===== src/verilog/bus_sizing_pkg.sv =====
// Shared constants and carrier types for the bus sizing sequencer
package bus_sizing_pkg;

  localparam int ADDR_W = 32;
  localparam int DATA_W = 32;

  // Remaining byte counts; the low two bits are the size outputs
  localparam logic [2:0] REM_BYTE = 3'h1;
  localparam logic [2:0] REM_WORD = 3'h2;
  localparam logic [2:0] REM_LONG = 3'h4;

  // Acknowledge pair {size_ack_hi, size_ack_lo}
  localparam logic [1:0] ACK_WAIT = 2'h0;
  localparam logic [1:0] ACK_8    = 2'h1;
  localparam logic [1:0] ACK_16   = 2'h2;
  localparam logic [1:0] ACK_32   = 2'h3;

  // Operand end status
  localparam logic [1:0] STAT_OK    = 2'h0;
  localparam logic [1:0] STAT_BUS_ERROR_IN  = 2'h1;
  localparam logic [1:0] STAT_RETRY = 2'h2;
  localparam logic [1:0] STAT_AUTOVECTOR_REQ  = 2'h3;

  // Values after reset
  localparam logic [ADDR_W-1:0] ADDR_RST = 32'h0000_0000;
  localparam logic [DATA_W-1:0] DATA_RST = 32'h0000_0000;
  localparam logic [2:0]        REM_RST  = 3'h4;
  localparam logic [1:0]        STAT_RST = 2'h0;

  typedef enum logic [1:0] {
    ST_IDLE  = 2'b00,
    ST_SETUP = 2'b01,
    ST_RUN   = 2'b10,
    ST_GAP   = 2'b11
  } seq_state_t;

  typedef struct packed {
    logic [ADDR_W-1:0] addr;   // First byte address
    logic [2:0]        nbytes; // 1, 2 or 4
    logic              write;
    logic              intack; // Interrupt acknowledge cycle
    logic [DATA_W-1:0] wdata;  // Operand, right justified
  } op_req_t;

  typedef struct packed {
    logic [DATA_W-1:0] rdata;  // Operand, right justified
    logic [1:0]        status;
  } op_rsp_t;

  typedef struct packed {
    logic              size_ack_hi;
    logic              size_ack_lo;
    logic              bus_error_in;
    logic              halt_in;
    logic              autovector_req;
    logic [DATA_W-1:0] data;
  } bus_in_t;

  typedef struct packed {
    logic [ADDR_W-1:0] addr;
    logic              xfer_size_hi;
    logic              xfer_size_lo;
    logic              rd_wr_n;
    logic              strobe;
    logic [DATA_W-1:0] data;
    logic              data_oe_n;
  } bus_out_t;

endpackage : bus_sizing_pkg


===== src/verilog/pin_sync.sv =====
// Three-stage input synchroniser with agreement filter
`timescale 1ns/1ns

module pin_sync #(
  parameter int WIDTH = 1
) (
  input  wire logic             ref_clk,   // Sampling clock
  input  wire logic             rst,       // Async reset, active high
  input  wire logic [WIDTH-1:0] pin_in,    // Raw pins
  output logic      [WIDTH-1:0] level_out  // Filtered level
);

  logic [WIDTH-1:0] s1_q;
  logic [WIDTH-1:0] s2_q;
  logic [WIDTH-1:0] s3_q;

  always_ff @(posedge ref_clk or posedge rst) begin
    if (rst) begin
      s1_q <= '0;
      s2_q <= '0;
      s3_q <= '0;
    end else begin
      s1_q <= pin_in;
      s2_q <= s1_q;
      s3_q <= s2_q;
    end
  end

  // Each bit moves only once the second and third stages agree
  genvar g;
  for (g = 0; g < WIDTH; g++) begin : g_bit
    always_ff @(posedge ref_clk or posedge rst) begin
      if (rst) begin
        level_out[g] <= 1'b0;
      end else if (s2_q[g] == s3_q[g]) begin
        level_out[g] <= s3_q[g];
      end
    end
  end

endmodule : pin_sync


===== src/verilog/bus_sizing_seq.sv =====
// Operand sequencer: cycle termination, dynamic sizing, byte lanes
// What this block does
// - Read ends on acknowledge; data captured
// - No acknowledge keeps cycle in wait
// - Acknowledge pair encodes 8, 16, 32 bits
// - Bus error alone ends cycle as error
// - Bus error with acknowledge still error
// - Bus error plus halt means retry
// - Autovector ends interrupt acknowledge only
// - Port width decoded fresh every cycle
// - Long read: 16-bit two, 8-bit four cycles
// - Every cycle tries the largest transfer
// - Operand byte0 most significant, byte3 least
// - Any operand byte reaches any lane
// - Size outputs give bytes still remaining
// - Bytes moved may be fewer than size
// - Upper address base, low bits offset
// - Misaligned operands split into more cycles
`timescale 1ns/1ns

module bus_sizing_seq
  import bus_sizing_pkg::*;
(
  input  wire logic     ref_clk,   // 10 MHz clock
  input  wire logic     rst,       // Async reset, active high
  input  wire logic     req_valid, // Operand request
  output logic          req_ready, // Sequencer idle
  input  wire op_req_t  req,       // Request fields
  output logic          rsp_valid, // Operand finished, one cycle
  output op_rsp_t       rsp,       // Read data and status
  input  wire bus_in_t  pins_in,   // Raw bus inputs
  output bus_out_t      pins_out   // Bus outputs
);

  seq_state_t        state_q;
  bus_in_t           pin_s;
  logic [ADDR_W-1:0] addr_q;
  logic [2:0]        rem_q;
  logic              write_q;
  logic              intack_q;
  logic [DATA_W-1:0] op_q;
  logic [DATA_W-1:0] data_q;
  logic              done_q;
  logic [1:0]        status_q;

  logic [1:0]        ack;
  logic              ack_any;
  logic              term_autovector_req;
  logic              term_ack;
  logic              term_any;
  logic              in_run;
  logic              last;
  logic              accept;
  logic [2:0]        room;
  logic [2:0]        moved;
  logic [DATA_W-1:0] rd_next;
  logic [DATA_W-1:0] wr_mux;

  // Every control input, data included, takes the same path so the
  // data seen with an acknowledge is as old as the acknowledge.
  pin_sync #(
    .WIDTH ($bits(bus_in_t))
  ) u_sync (
    .ref_clk   (ref_clk),
    .rst       (rst),
    .pin_in    (pins_in),
    .level_out (pin_s)
  );

  // Byte j of a word, byte 0 in the top lane
  function automatic logic [7:0] byte_of(input logic [31:0] w,
                                         input logic [1:0]  j);
    return w[{~j, 3'b000} +: 8];
  endfunction : byte_of

  // Bytes the answering port can take from this offset
  function automatic logic [2:0] port_room(input logic [1:0] code,
                                           input logic [1:0] off);
    logic [2:0] r;
    unique case (code)
      ACK_32:        r = 3'h4 - {1'b0, off};
      ACK_16:        r = 3'h2 - {2'b00, off[0]};
      ACK_8, ACK_WAIT: r = 3'h1;
    endcase
    return r;
  endfunction : port_room

  // Lane that carries the k-th moved byte on a read
  function automatic logic [1:0] read_lane(input logic [1:0] code,
                                           input logic [1:0] off,
                                           input logic [1:0] k);
    logic [1:0] l;
    unique case (code)
      ACK_32:        l = off + k;
      ACK_16:        l = {1'b0, off[0]} + k;
      ACK_8, ACK_WAIT: l = 2'h0;
    endcase
    return l;
  endfunction : read_lane

  // Operand byte driven on a write lane; lanes below the offset
  // repeat the bytes a narrower port would see there.
  function automatic logic [1:0] write_pick(input logic [2:0] rem,
                                            input logic [1:0] off,
                                            input logic [1:0] lane);
    logic [2:0] idx;
    idx = 3'h0;
    if (rem == REM_BYTE) begin
      idx = 3'h0;
    end else if (lane >= off) begin
      idx = {1'b0, 2'(lane - off)};
    end else if (lane >= {1'b0, off[0]}) begin
      idx = {1'b0, 2'(lane - {1'b0, off[0]})};
    end
    if (idx >= rem) begin
      idx = idx - 3'h2;
    end
    return 2'(3'h4 - rem + idx);
  endfunction : write_pick

  assign ack       = {pin_s.size_ack_hi, pin_s.size_ack_lo};
  assign ack_any   = |ack;
  assign in_run    = (state_q == ST_RUN);
  assign accept    = req_valid && req_ready;
  // Autovector only counts in interrupt acknowledge cycles
  assign term_autovector_req = intack_q && pin_s.autovector_req
                     && !pin_s.bus_error_in;
  // Bus error overrides any acknowledge that comes with it
  assign term_ack  = ack_any && !pin_s.bus_error_in && !term_autovector_req;
  assign term_any  = ack_any || pin_s.bus_error_in || term_autovector_req;

  // Width comes from this cycle's acknowledge only, nothing stored
  assign room  = port_room(ack, addr_q[1:0]);
  assign moved = (rem_q < room) ? rem_q : room;
  assign last  = (moved == rem_q);

  // Read capture into operand byte positions
  always_comb begin
    rd_next = op_q;
    for (int k = 0; k < 4; k++) begin
      if (3'(k) < moved) begin
        rd_next[{~(2'(3'h4 - rem_q + 3'(k))), 3'b000} +: 8] =
          byte_of(pin_s.data, read_lane(ack, addr_q[1:0], 2'(k)));
      end
    end
  end

  genvar g;
  for (g = 0; g < 4; g++) begin : g_lane
    assign wr_mux[{~2'(g), 3'b000} +: 8] =
      byte_of(op_q, write_pick(rem_q, addr_q[1:0], 2'(g)));
  end

  // Sequence control
  always_ff @(posedge ref_clk or posedge rst) begin
    if (rst) begin
      state_q <= ST_IDLE;
    end else begin
      unique case (state_q)
        ST_IDLE: begin
          if (accept) begin
            state_q <= ST_SETUP;
          end
        end
        ST_SETUP: begin
          state_q <= ST_RUN;
        end
        ST_RUN: begin
          if (term_ack && !last) begin
            state_q <= ST_GAP;
          end else if (term_any) begin
            state_q <= ST_IDLE;
          end
        end
        ST_GAP: begin
          // Old terminations must clear before the next cycle
          if (!term_any) begin
            state_q <= ST_SETUP;
          end
        end
      endcase
    end
  end

  // Address and remaining count
  always_ff @(posedge ref_clk or posedge rst) begin
    if (rst) begin
      addr_q   <= ADDR_RST;
      rem_q    <= REM_RST;
      write_q  <= 1'b0;
      intack_q <= 1'b0;
    end else if (accept) begin
      addr_q   <= req.addr;
      rem_q    <= req.nbytes;
      write_q  <= req.write;
      intack_q <= req.intack;
    end else if (in_run && term_ack && !last) begin
      addr_q <= addr_q + ADDR_W'(moved);
      rem_q  <= rem_q - moved;
    end
  end

  // Operand register: write data on accept, read bytes as they land
  always_ff @(posedge ref_clk or posedge rst) begin
    if (rst) begin
      op_q <= DATA_RST;
    end else if (accept) begin
      op_q <= req.write ? req.wdata : DATA_RST;
    end else if (in_run && term_ack && !write_q) begin
      op_q <= rd_next;
    end
  end

  // Write lanes are loaded at the end of setup, on the same edge that raises the strobe
  always_ff @(posedge ref_clk or posedge rst) begin
    if (rst) begin
      data_q <= DATA_RST;
    end else if (state_q == ST_SETUP) begin
      data_q <= wr_mux;
    end
  end

  // End of operand and its status
  always_ff @(posedge ref_clk or posedge rst) begin
    if (rst) begin
      done_q   <= 1'b0;
      status_q <= STAT_RST;
    end else begin
      done_q <= in_run && term_any && !(term_ack && !last);
      if (in_run && term_any) begin
        if (pin_s.bus_error_in && pin_s.halt_in) begin
          status_q <= STAT_RETRY;
        end else if (pin_s.bus_error_in) begin
          status_q <= STAT_BUS_ERROR_IN;
        end else if (term_autovector_req) begin
          status_q <= STAT_AUTOVECTOR_REQ;
        end else begin
          status_q <= STAT_OK;
        end
      end
    end
  end

  // The last termination stays in the synchroniser for a few edges;
  // a new operand waits so its first cycle cannot end on it.
  assign req_ready              = (state_q == ST_IDLE) && !term_any;
  assign rsp_valid              = done_q;
  assign rsp.rdata              = op_q;
  assign rsp.status             = status_q;
  assign pins_out.addr          = addr_q;
  assign pins_out.xfer_size_hi  = rem_q[1];
  assign pins_out.xfer_size_lo  = rem_q[0];
  assign pins_out.rd_wr_n       = !write_q;
  assign pins_out.strobe        = in_run;
  assign pins_out.data          = data_q;
  assign pins_out.data_oe_n     = !(write_q && (state_q == ST_SETUP || in_run));
endmodule : bus_sizing_seq


===== config.mk =====
export PLATFORM = sky130hd
export DESIGN_NAME = bus_sizing_seq
export DESIGN_NICKNAME = d
export VERILOG_FILES = /design/src/verilog/bus_sizing_pkg.sv /design/src/verilog/pin_sync.sv /design/src/verilog/bus_sizing_seq.sv
export SDC_FILE = /design/constraint.sdc
export NUM_CORES = 1
export LEC_CHECK = 0
export BUFFER_PORTS_ARGS = -buffer_cell sky130_fd_sc_hd__buf_4
export CAP_MARGIN = 20
export CELL_PAD_IN_SITES_DETAIL_PLACEMENT = 0
export CELL_PAD_IN_SITES_GLOBAL_PLACEMENT = 2
export CORE_AREA = 2 2 200 202
export DETAILED_ROUTE_END_ITERATION = 10
export DIE_AREA = 0 0 202 204
export HOLD_SLACK_MARGIN = 0.05
export MAX_ROUTING_LAYER = met4
export PLACE_DENSITY_LB_ADDON = 0.1
export REMOVE_ABC_BUFFERS = 1
export SLEW_MARGIN = 10
export SYNTH_ARGS = -nofsm -noshare
export SYNTH_HDL_FRONTEND = slang
export SYNTH_HIERARCHICAL = 1
export SYNTH_SLANG_ARGS = --single-unit

===== constraint.sdc =====
create_clock -name ref_clk -period 4.2 [get_ports ref_clk]
set_input_delay 0.21 -clock ref_clk [delete_from_list [all_inputs] [get_ports ref_clk]]
set_output_delay 0.21 -clock ref_clk [all_outputs]
set_load 0.02 [all_outputs]

---- Word-level counts from Yosys, hierarchy flattened ----
Cells that the tools add are included.
storage, ports and cells
  register bits after elaboration ......... 254
  latch bits .............................. 0
  bits in writable memories ............... 0
  memory bits (read-only) ................. 0
  word-level logic and storage cells ...... 252
  memories ................................ 0
operators by class
  add/sub/neg operators ................... 34
  multiply operators ...................... 0
  div/mod/pow operators ................... 0
  order comparisons ....................... 15
  equal/unequal tests ..................... 48
  shift operators ......................... 16
  mux-type cells .......................... 47
  bitwise operators ....................... 12
  reductions and logical operators ........ 31
operators with widths
  operator                                                   count
  two-way mux 32 bit                                         9
  indexed part select 32 x 6 -> 8 bit                        8
  bitwise mux 32 bit                                         4
  variable shift 8 x 7 -> 32 bit, first input constant       4
  indexed part select 8 x 7 -> 32 bit                        4
  two-way mux 2 bit                                          25
  equality test 1 bit                                        37
  adder 32 x 3 -> 32 bit                                     1
  negation 5 -> 7 bit                                        4
  NOT 2 bit                                                  12
  case mux 2 bit (3 select lines)                            4
  logical AND 1 bit                                          14
  greater-or-equal comparator 2 x 3 -> 1 bit                 4
  two-way mux 3 bit                                          3
  case mux 3 bit (3 select lines)                            1
  adder 2 bit                                                4
  adder 2 bit, second input constant                         4
  equality test 2 bit, second input constant                 4
  case mux 2 bit (4 select lines)                            1
  subtractor 2 bit, second input constant                    4
  zero test 1 bit                                            7
  less-than comparator 1 x 3 -> 1 bit, first input constant  2
  less-than comparator 2 x 3 -> 1 bit, first input constant  2
  subtractor 1 x 2 -> 2 bit, first input constant            3
  24 further kinds                                           38

---- Longest topological paths before layout ----
  word-level depth ........................ 20
  depth in mapped cells ................... 21
  depth with buffers taken out ............ 18

---- Hierarchy ----
Netlist, hierarchy kept.
modules (own cells, without submodules)
  module          times used  cells an instance  area each (µm²)  sequential area each (µm²)
  bus_sizing_seq  1           1006               9039.9           2653.8
  pin_sync        1           186                4124.0           3703.6

---- Least setup slack after synthesis ----
Ideal clock, no wire load.
  path kind ............................... reg2reg
  from .................................... register addr_q[1]
  to ...................................... register addr_q[18]
  arrival ................................. 3.903 ns
  path slack .............................. 0.214 ns
  cell stages (with the launch flop) ...... 22
  path buffers ............................ 3
  period minus slack after synthesis ...... 3.986 ns
  path through ............................ dfrtp_1 clkbuf_1 inv_1 ha_1 nand2b_1 o211a_1 inv_1 ha_1 nand2_1 o21ai_0 a22o_1 inv_1 ha_1 nand3b_1 and4_1 and3b_1 clkbuf_1 and2_1 buf_2 nand4_1 xor2_1 o21ai_0
between the ends
  cells in the longest elaborated chain, start to end .. 8
  elaborated cells on any way between the ends .. 11
ends and longest elaborated chain
  what                                                            line                   source
  from (decl)                                                     bus_sizing_seq.sv:37   logic [ADDR_W-1:0] addr_q;
  from (signal assigned)                                          bus_sizing_seq.sv:193  addr_q <= req.addr;
  from (signal assigned)                                          bus_sizing_seq.sv:198  addr_q <= addr_q + ADDR_W'(moved);
  branches (longest 8 deep; another with adder 32 x 3 -> 32 bit)  --
Parallel ways; which one is timed is not known. The select of a mux whose other input is x is not followed.
A chain may end at the register's enable or synchronous reset.

---- Final worst setup path ----
  from .................................... register addr_q[0]
  to ...................................... register addr_q[26]
between the ends
  cells in the longest elaborated chain, start to end .. 8
  elaborated cells on any way between the ends .. 12
ends and longest elaborated chain
  what
  branches (longest 8 deep; another with adder 32 x 3 -> 32 bit)
Parallel ways; which one is timed is not known. The select of a mux whose other input is x is not followed.

==> qor.tcl <==
set qor(timing.slew.headroom) 0.339
set qor(drt-wirelength-per-cell_um) 19.9
set qor(path_delay_family) {simple AND/OR/NAND/NOR gates}
set qor(floorplan.die_area_mm2) 0.0412
set qor(status) {complete, no violations}
set qor(worst_ir_drop_vdd_mv) 0.441
set qor(io_buffer_count) 213
set qor(seq_total_area_yosys) 0.483
set qor(postSynth.asyncResetShare) 1.00
set qor(intPower_mw) 7.11
set qor(worst_clock_skew_ns) 0.0264
set qor(first_pass_iters) 5
set qor(pwr_density_cell_mw_per_mm2) 693
set qor(initial_core_util) 0.336
set qor(critical_path.reg2reg.startpoint) {addr_q[0]}
set qor(synth_top_flop_cell) {dfrtp_1}
set qor(hp-class) {in -> reg}
set qor(route.detailed.drc) 0
set qor(n_fill_cell) 3693
set qor(multi_input_comb_area_mm2) 0.00643
set qor(timing_hold_violations_final) 0
set qor(hold-path-cell-count) 3
set qor(finish.net_count) 1654
set qor(place_congestion) 0.837
set qor(cts-buffers-inserted) 30
set qor(final.period_utilization) 0.920
set qor(synth_cells) 1192
set qor(finalSetupViolCount) 0
set qor(setup.worst_path.class) {reg -> reg}
set qor(p_comb_frac) 0.510
set qor(cts_tree) {built}
set qor(num_vias) 10600
set qor(mean_instance_size_in_the_synthesized_netlist_um2) 11.0
set qor(edff_count_synth) 0
set qor(clkSinkCount) 254
set qor(num_antenna_cells) 0
set qor(detailedPlace.worstSlack_ns) 0.154
set qor(cts_root_buffer) {clkbuf_16}
set qor(reg2reg_setup_slack_ns) 0.34
set qor(total_count_of_max_transition_violations_in_the_final_report) 0
set qor(layout.area.seq_mm2) 0.00636
set qor(setup.worst_path.end_class) {flip-flop}
set qor(worstPathCellList) {inv_1 > ha_1 > nand2b_1 > o211a_1 > inv_1 > ha_1 > nand2_1 > o21ai_1 > a22o_1 > inv_1 > ha_1 > nand3b_1 > and4_1 > and3b_2 > and2_1 > and4_1 > xnor2_1 > o21ai_0}
set qor(placementRows) 73
set qor(post-route-worst-setup-slack_ns) 0.335
set qor(drive_gt1_frac) 0.298
set qor(synth.distinct_cells) 63
set qor(placed_wire_length_estimate_after_detailed_placement_um) 29900
set qor(grt_pass1_wl_um) 64600
set qor(antenna_violations_before_repair) 0
set qor(clock_tree.htree_level_count) 1
set qor(worst_hold_startpoint) {req_valid}
set qor(cp_data_arrival_time_ns) 4.25
set qor(cp_data_required_time_ns) 4.58
set qor(first_global_vias) 10800
set qor(most-common-layout-cells) {dfrtp_1 (253), buf_4 (242), nand2_1 (147), dlygate4sd3_1 (106), o21ai_0 (82)}
set qor(setup_total_negative_slack_ns) 0
set qor(gr-usage-all-layers) 0.205
set qor(synth.yosys.warnings) 6
set qor(hold_path_end) {write_q}
set qor(leading_cell_type_in_the_layout_fill_and_taps_excluded) {dfrtp_1}
set qor(grt_remaining_overflow) 0
set qor(timing.critical_path.buf_inv) 3
set qor(grt_start_max_net_pins) 74
set qor(top_level_ports) 214
set qor(critPathMaxFanout) 6
set qor(power.switching_fraction) 0.410
set qor(die_width_um) 202
set qor(ys_seq_elements) 254
set qor(worst_path_max_delay_cell) {dfrtp_1}
set qor(clock_power_share) 0.215
set qor(synth.cell_area_mm2) 0.0132
set qor(ant_nets) 0
set qor(fin_crit_ns) 3.86
set qor(timing.critical_path.slowest_cell_delay_ns) 0.34
set qor(timing_worst_slew_pin_value_ns) 0.992
set qor(ctsLongestPathBuffers) 3
set qor(dieHeight_um) 204
set qor(static_leak_nw) 7.56
set qor(vias_per_cell) 5.17
set qor(seq_power_share) 0.275
set qor(postRouteWirelength_um) 40900
set qor(clock_latency_ns) 0.57
set qor(setup.worst_path.start_class) {flip-flop}
set qor(area_growth_pct) 32.1
set qor(rr_worst_depth) 18
set qor(clk_transition_reported_paths_ns) 0.06
set qor(core_area_mm2) 0.0392
set qor(fmax_ghz) 0.259
set qor(r2r_end) {addr_q[26]}
set qor(drtIter0Drc) 554
set qor(net-switching-power_mw) 4.95
set qor(max_cap_viol_count) 0
[metrics by stage]
stage	instances	utilization	instance area, µm²	total power [mW]	hold slack [ns]
floorplan	1129	-	12900	7.39	0.241
global placement	1894	0.391	15300	9.42	0.277
detailed placement	1894	0.391	15300	9.47	0.280
CTS	2052	0.443	17400	12.2	0.0854
global route	2054	0.444	17400	12.9	0.107
finish	2054	0.444	17400	12.1	0.101
[cells in the mapped netlist, types with 20 or more instances]
master,count,area share
a21oi_1,79,0.030
clkbuf_1,32,0.0091
dfrtp_1,253,0.48
ha_1,34,0.032
inv_1,20,0.0057
maj3_2,37,0.032
mux2_2,39,0.033
mux2i_1,37,0.028
mux4_2,32,0.055
nand2_1,147,0.042
nand3_1,54,0.021
nor2_1,58,0.017
o211ai_1,33,0.019
o21ai_0,83,0.032
o31a_1,25,0.017
xor2_1,21,0.014
[flip-flops by register name, indices dropped and copies added (netlist names)]
register	flops
addr_q	32
data_q	32
intack_q	1
op_q	32
rem_q	3
rsp_valid	1
state_q	2
status_q	2
u_sync/level_out	37
u_sync/s1_q	37
u_sync/s2_q	37
u_sync/s3_q	37
write_q	1
[worst max path at each step]
stage / from / end / slack [ns] / cells after the start
final: addr_q[0] / addr_q[26] / 0.34 / 18
after global routing: addr_q[0] / addr_q[26] / -0.01 / 18
after CTS: addr_q[0] / addr_q[26] / 0.14 / 18
after detailed placement: addr_q[0] / addr_q[26] / 0.15 / 18
after global placement: addr_q[0] / addr_q[16] / 0.31 / 18
after floorplan: addr_q[0] / addr_q[26] / -0.27 / 18
[logic make-up (layout without fill, tap and decap cells)]
kind of cell	count (synthesis)	count (layout)	share of synthesized area
flip-flops	254	254	0.483
adder cells (fa/ha/maj)	73	73	0.0670
AND/OR/NAND/NOR	339	339	0.121
AO/OA/AOI/OAI	292	292	0.153
XOR/XNOR	41	41	0.0310
multiplexers	108	108	0.116
buffers and inverters	85	422	0.0291
[worst min-delay path: cells and delay by family]
kind | cells | cell delay (ns)
AO/OA/AOI/OAI | 1 | 0.13
buffers and inverters | 1 | 0.13
AND/OR/NAND/NOR | 1 | 0.14
[power by group through the flow]
stage | clock, mW | combinational, mW | sequential (mW)
6_report | 2.59 | 6.15 | 3.32
5_1_grt | 2.79 | 6.69 | 3.39
4_1_cts | 2.67 | 6.20 | 3.32
3_5_place_dp | 0 | 6.11 | 3.36
3_3_place_gp | 0 | 6.07 | 3.35
2_1_floorplan | 0 | 3.72 | 3.67
[layer usage]
| layer | GRT usage | wire, µm | up-vias | part of all wire |
|---|---|---|---|---|
| met4 | 0.0420 | 632 | 0 | 0.015 |
| li1 | - | - | 5005 | - |
| met1 | 0.290 | 19600 | 5315 | 0.48 |
| met2 | 0.318 | 18800 | 250 | 0.46 |
| met5 | - | 0 | - | 0 |
| met3 | 0.0238 | 1840 | 43 | 0.045 |
[repair_timing]
item                                    in CTS  in global routing
resized for setup                            0                  4
hold endpoints to repair                   206                  0
endpoints found under the setup margin       0                 22
buffers inserted                             0                  2
hold buffers                               106                  0
[area by class of cell]
| cell class | count | area share |
|---|---|---|
| well taps | 525 | 0.0378 |
| clock buffers | 35 | 0.0460 |
| clock inverters | 17 | 0.0100 |
| inverters | 22 | 0.00518 |
| repair buffers | 348 | 0.165 |
| flip-flops and latches | 254 | 0.366 |
| multi-input cells | 853 | 0.370 |
Power figures use the tool's default switching activity.
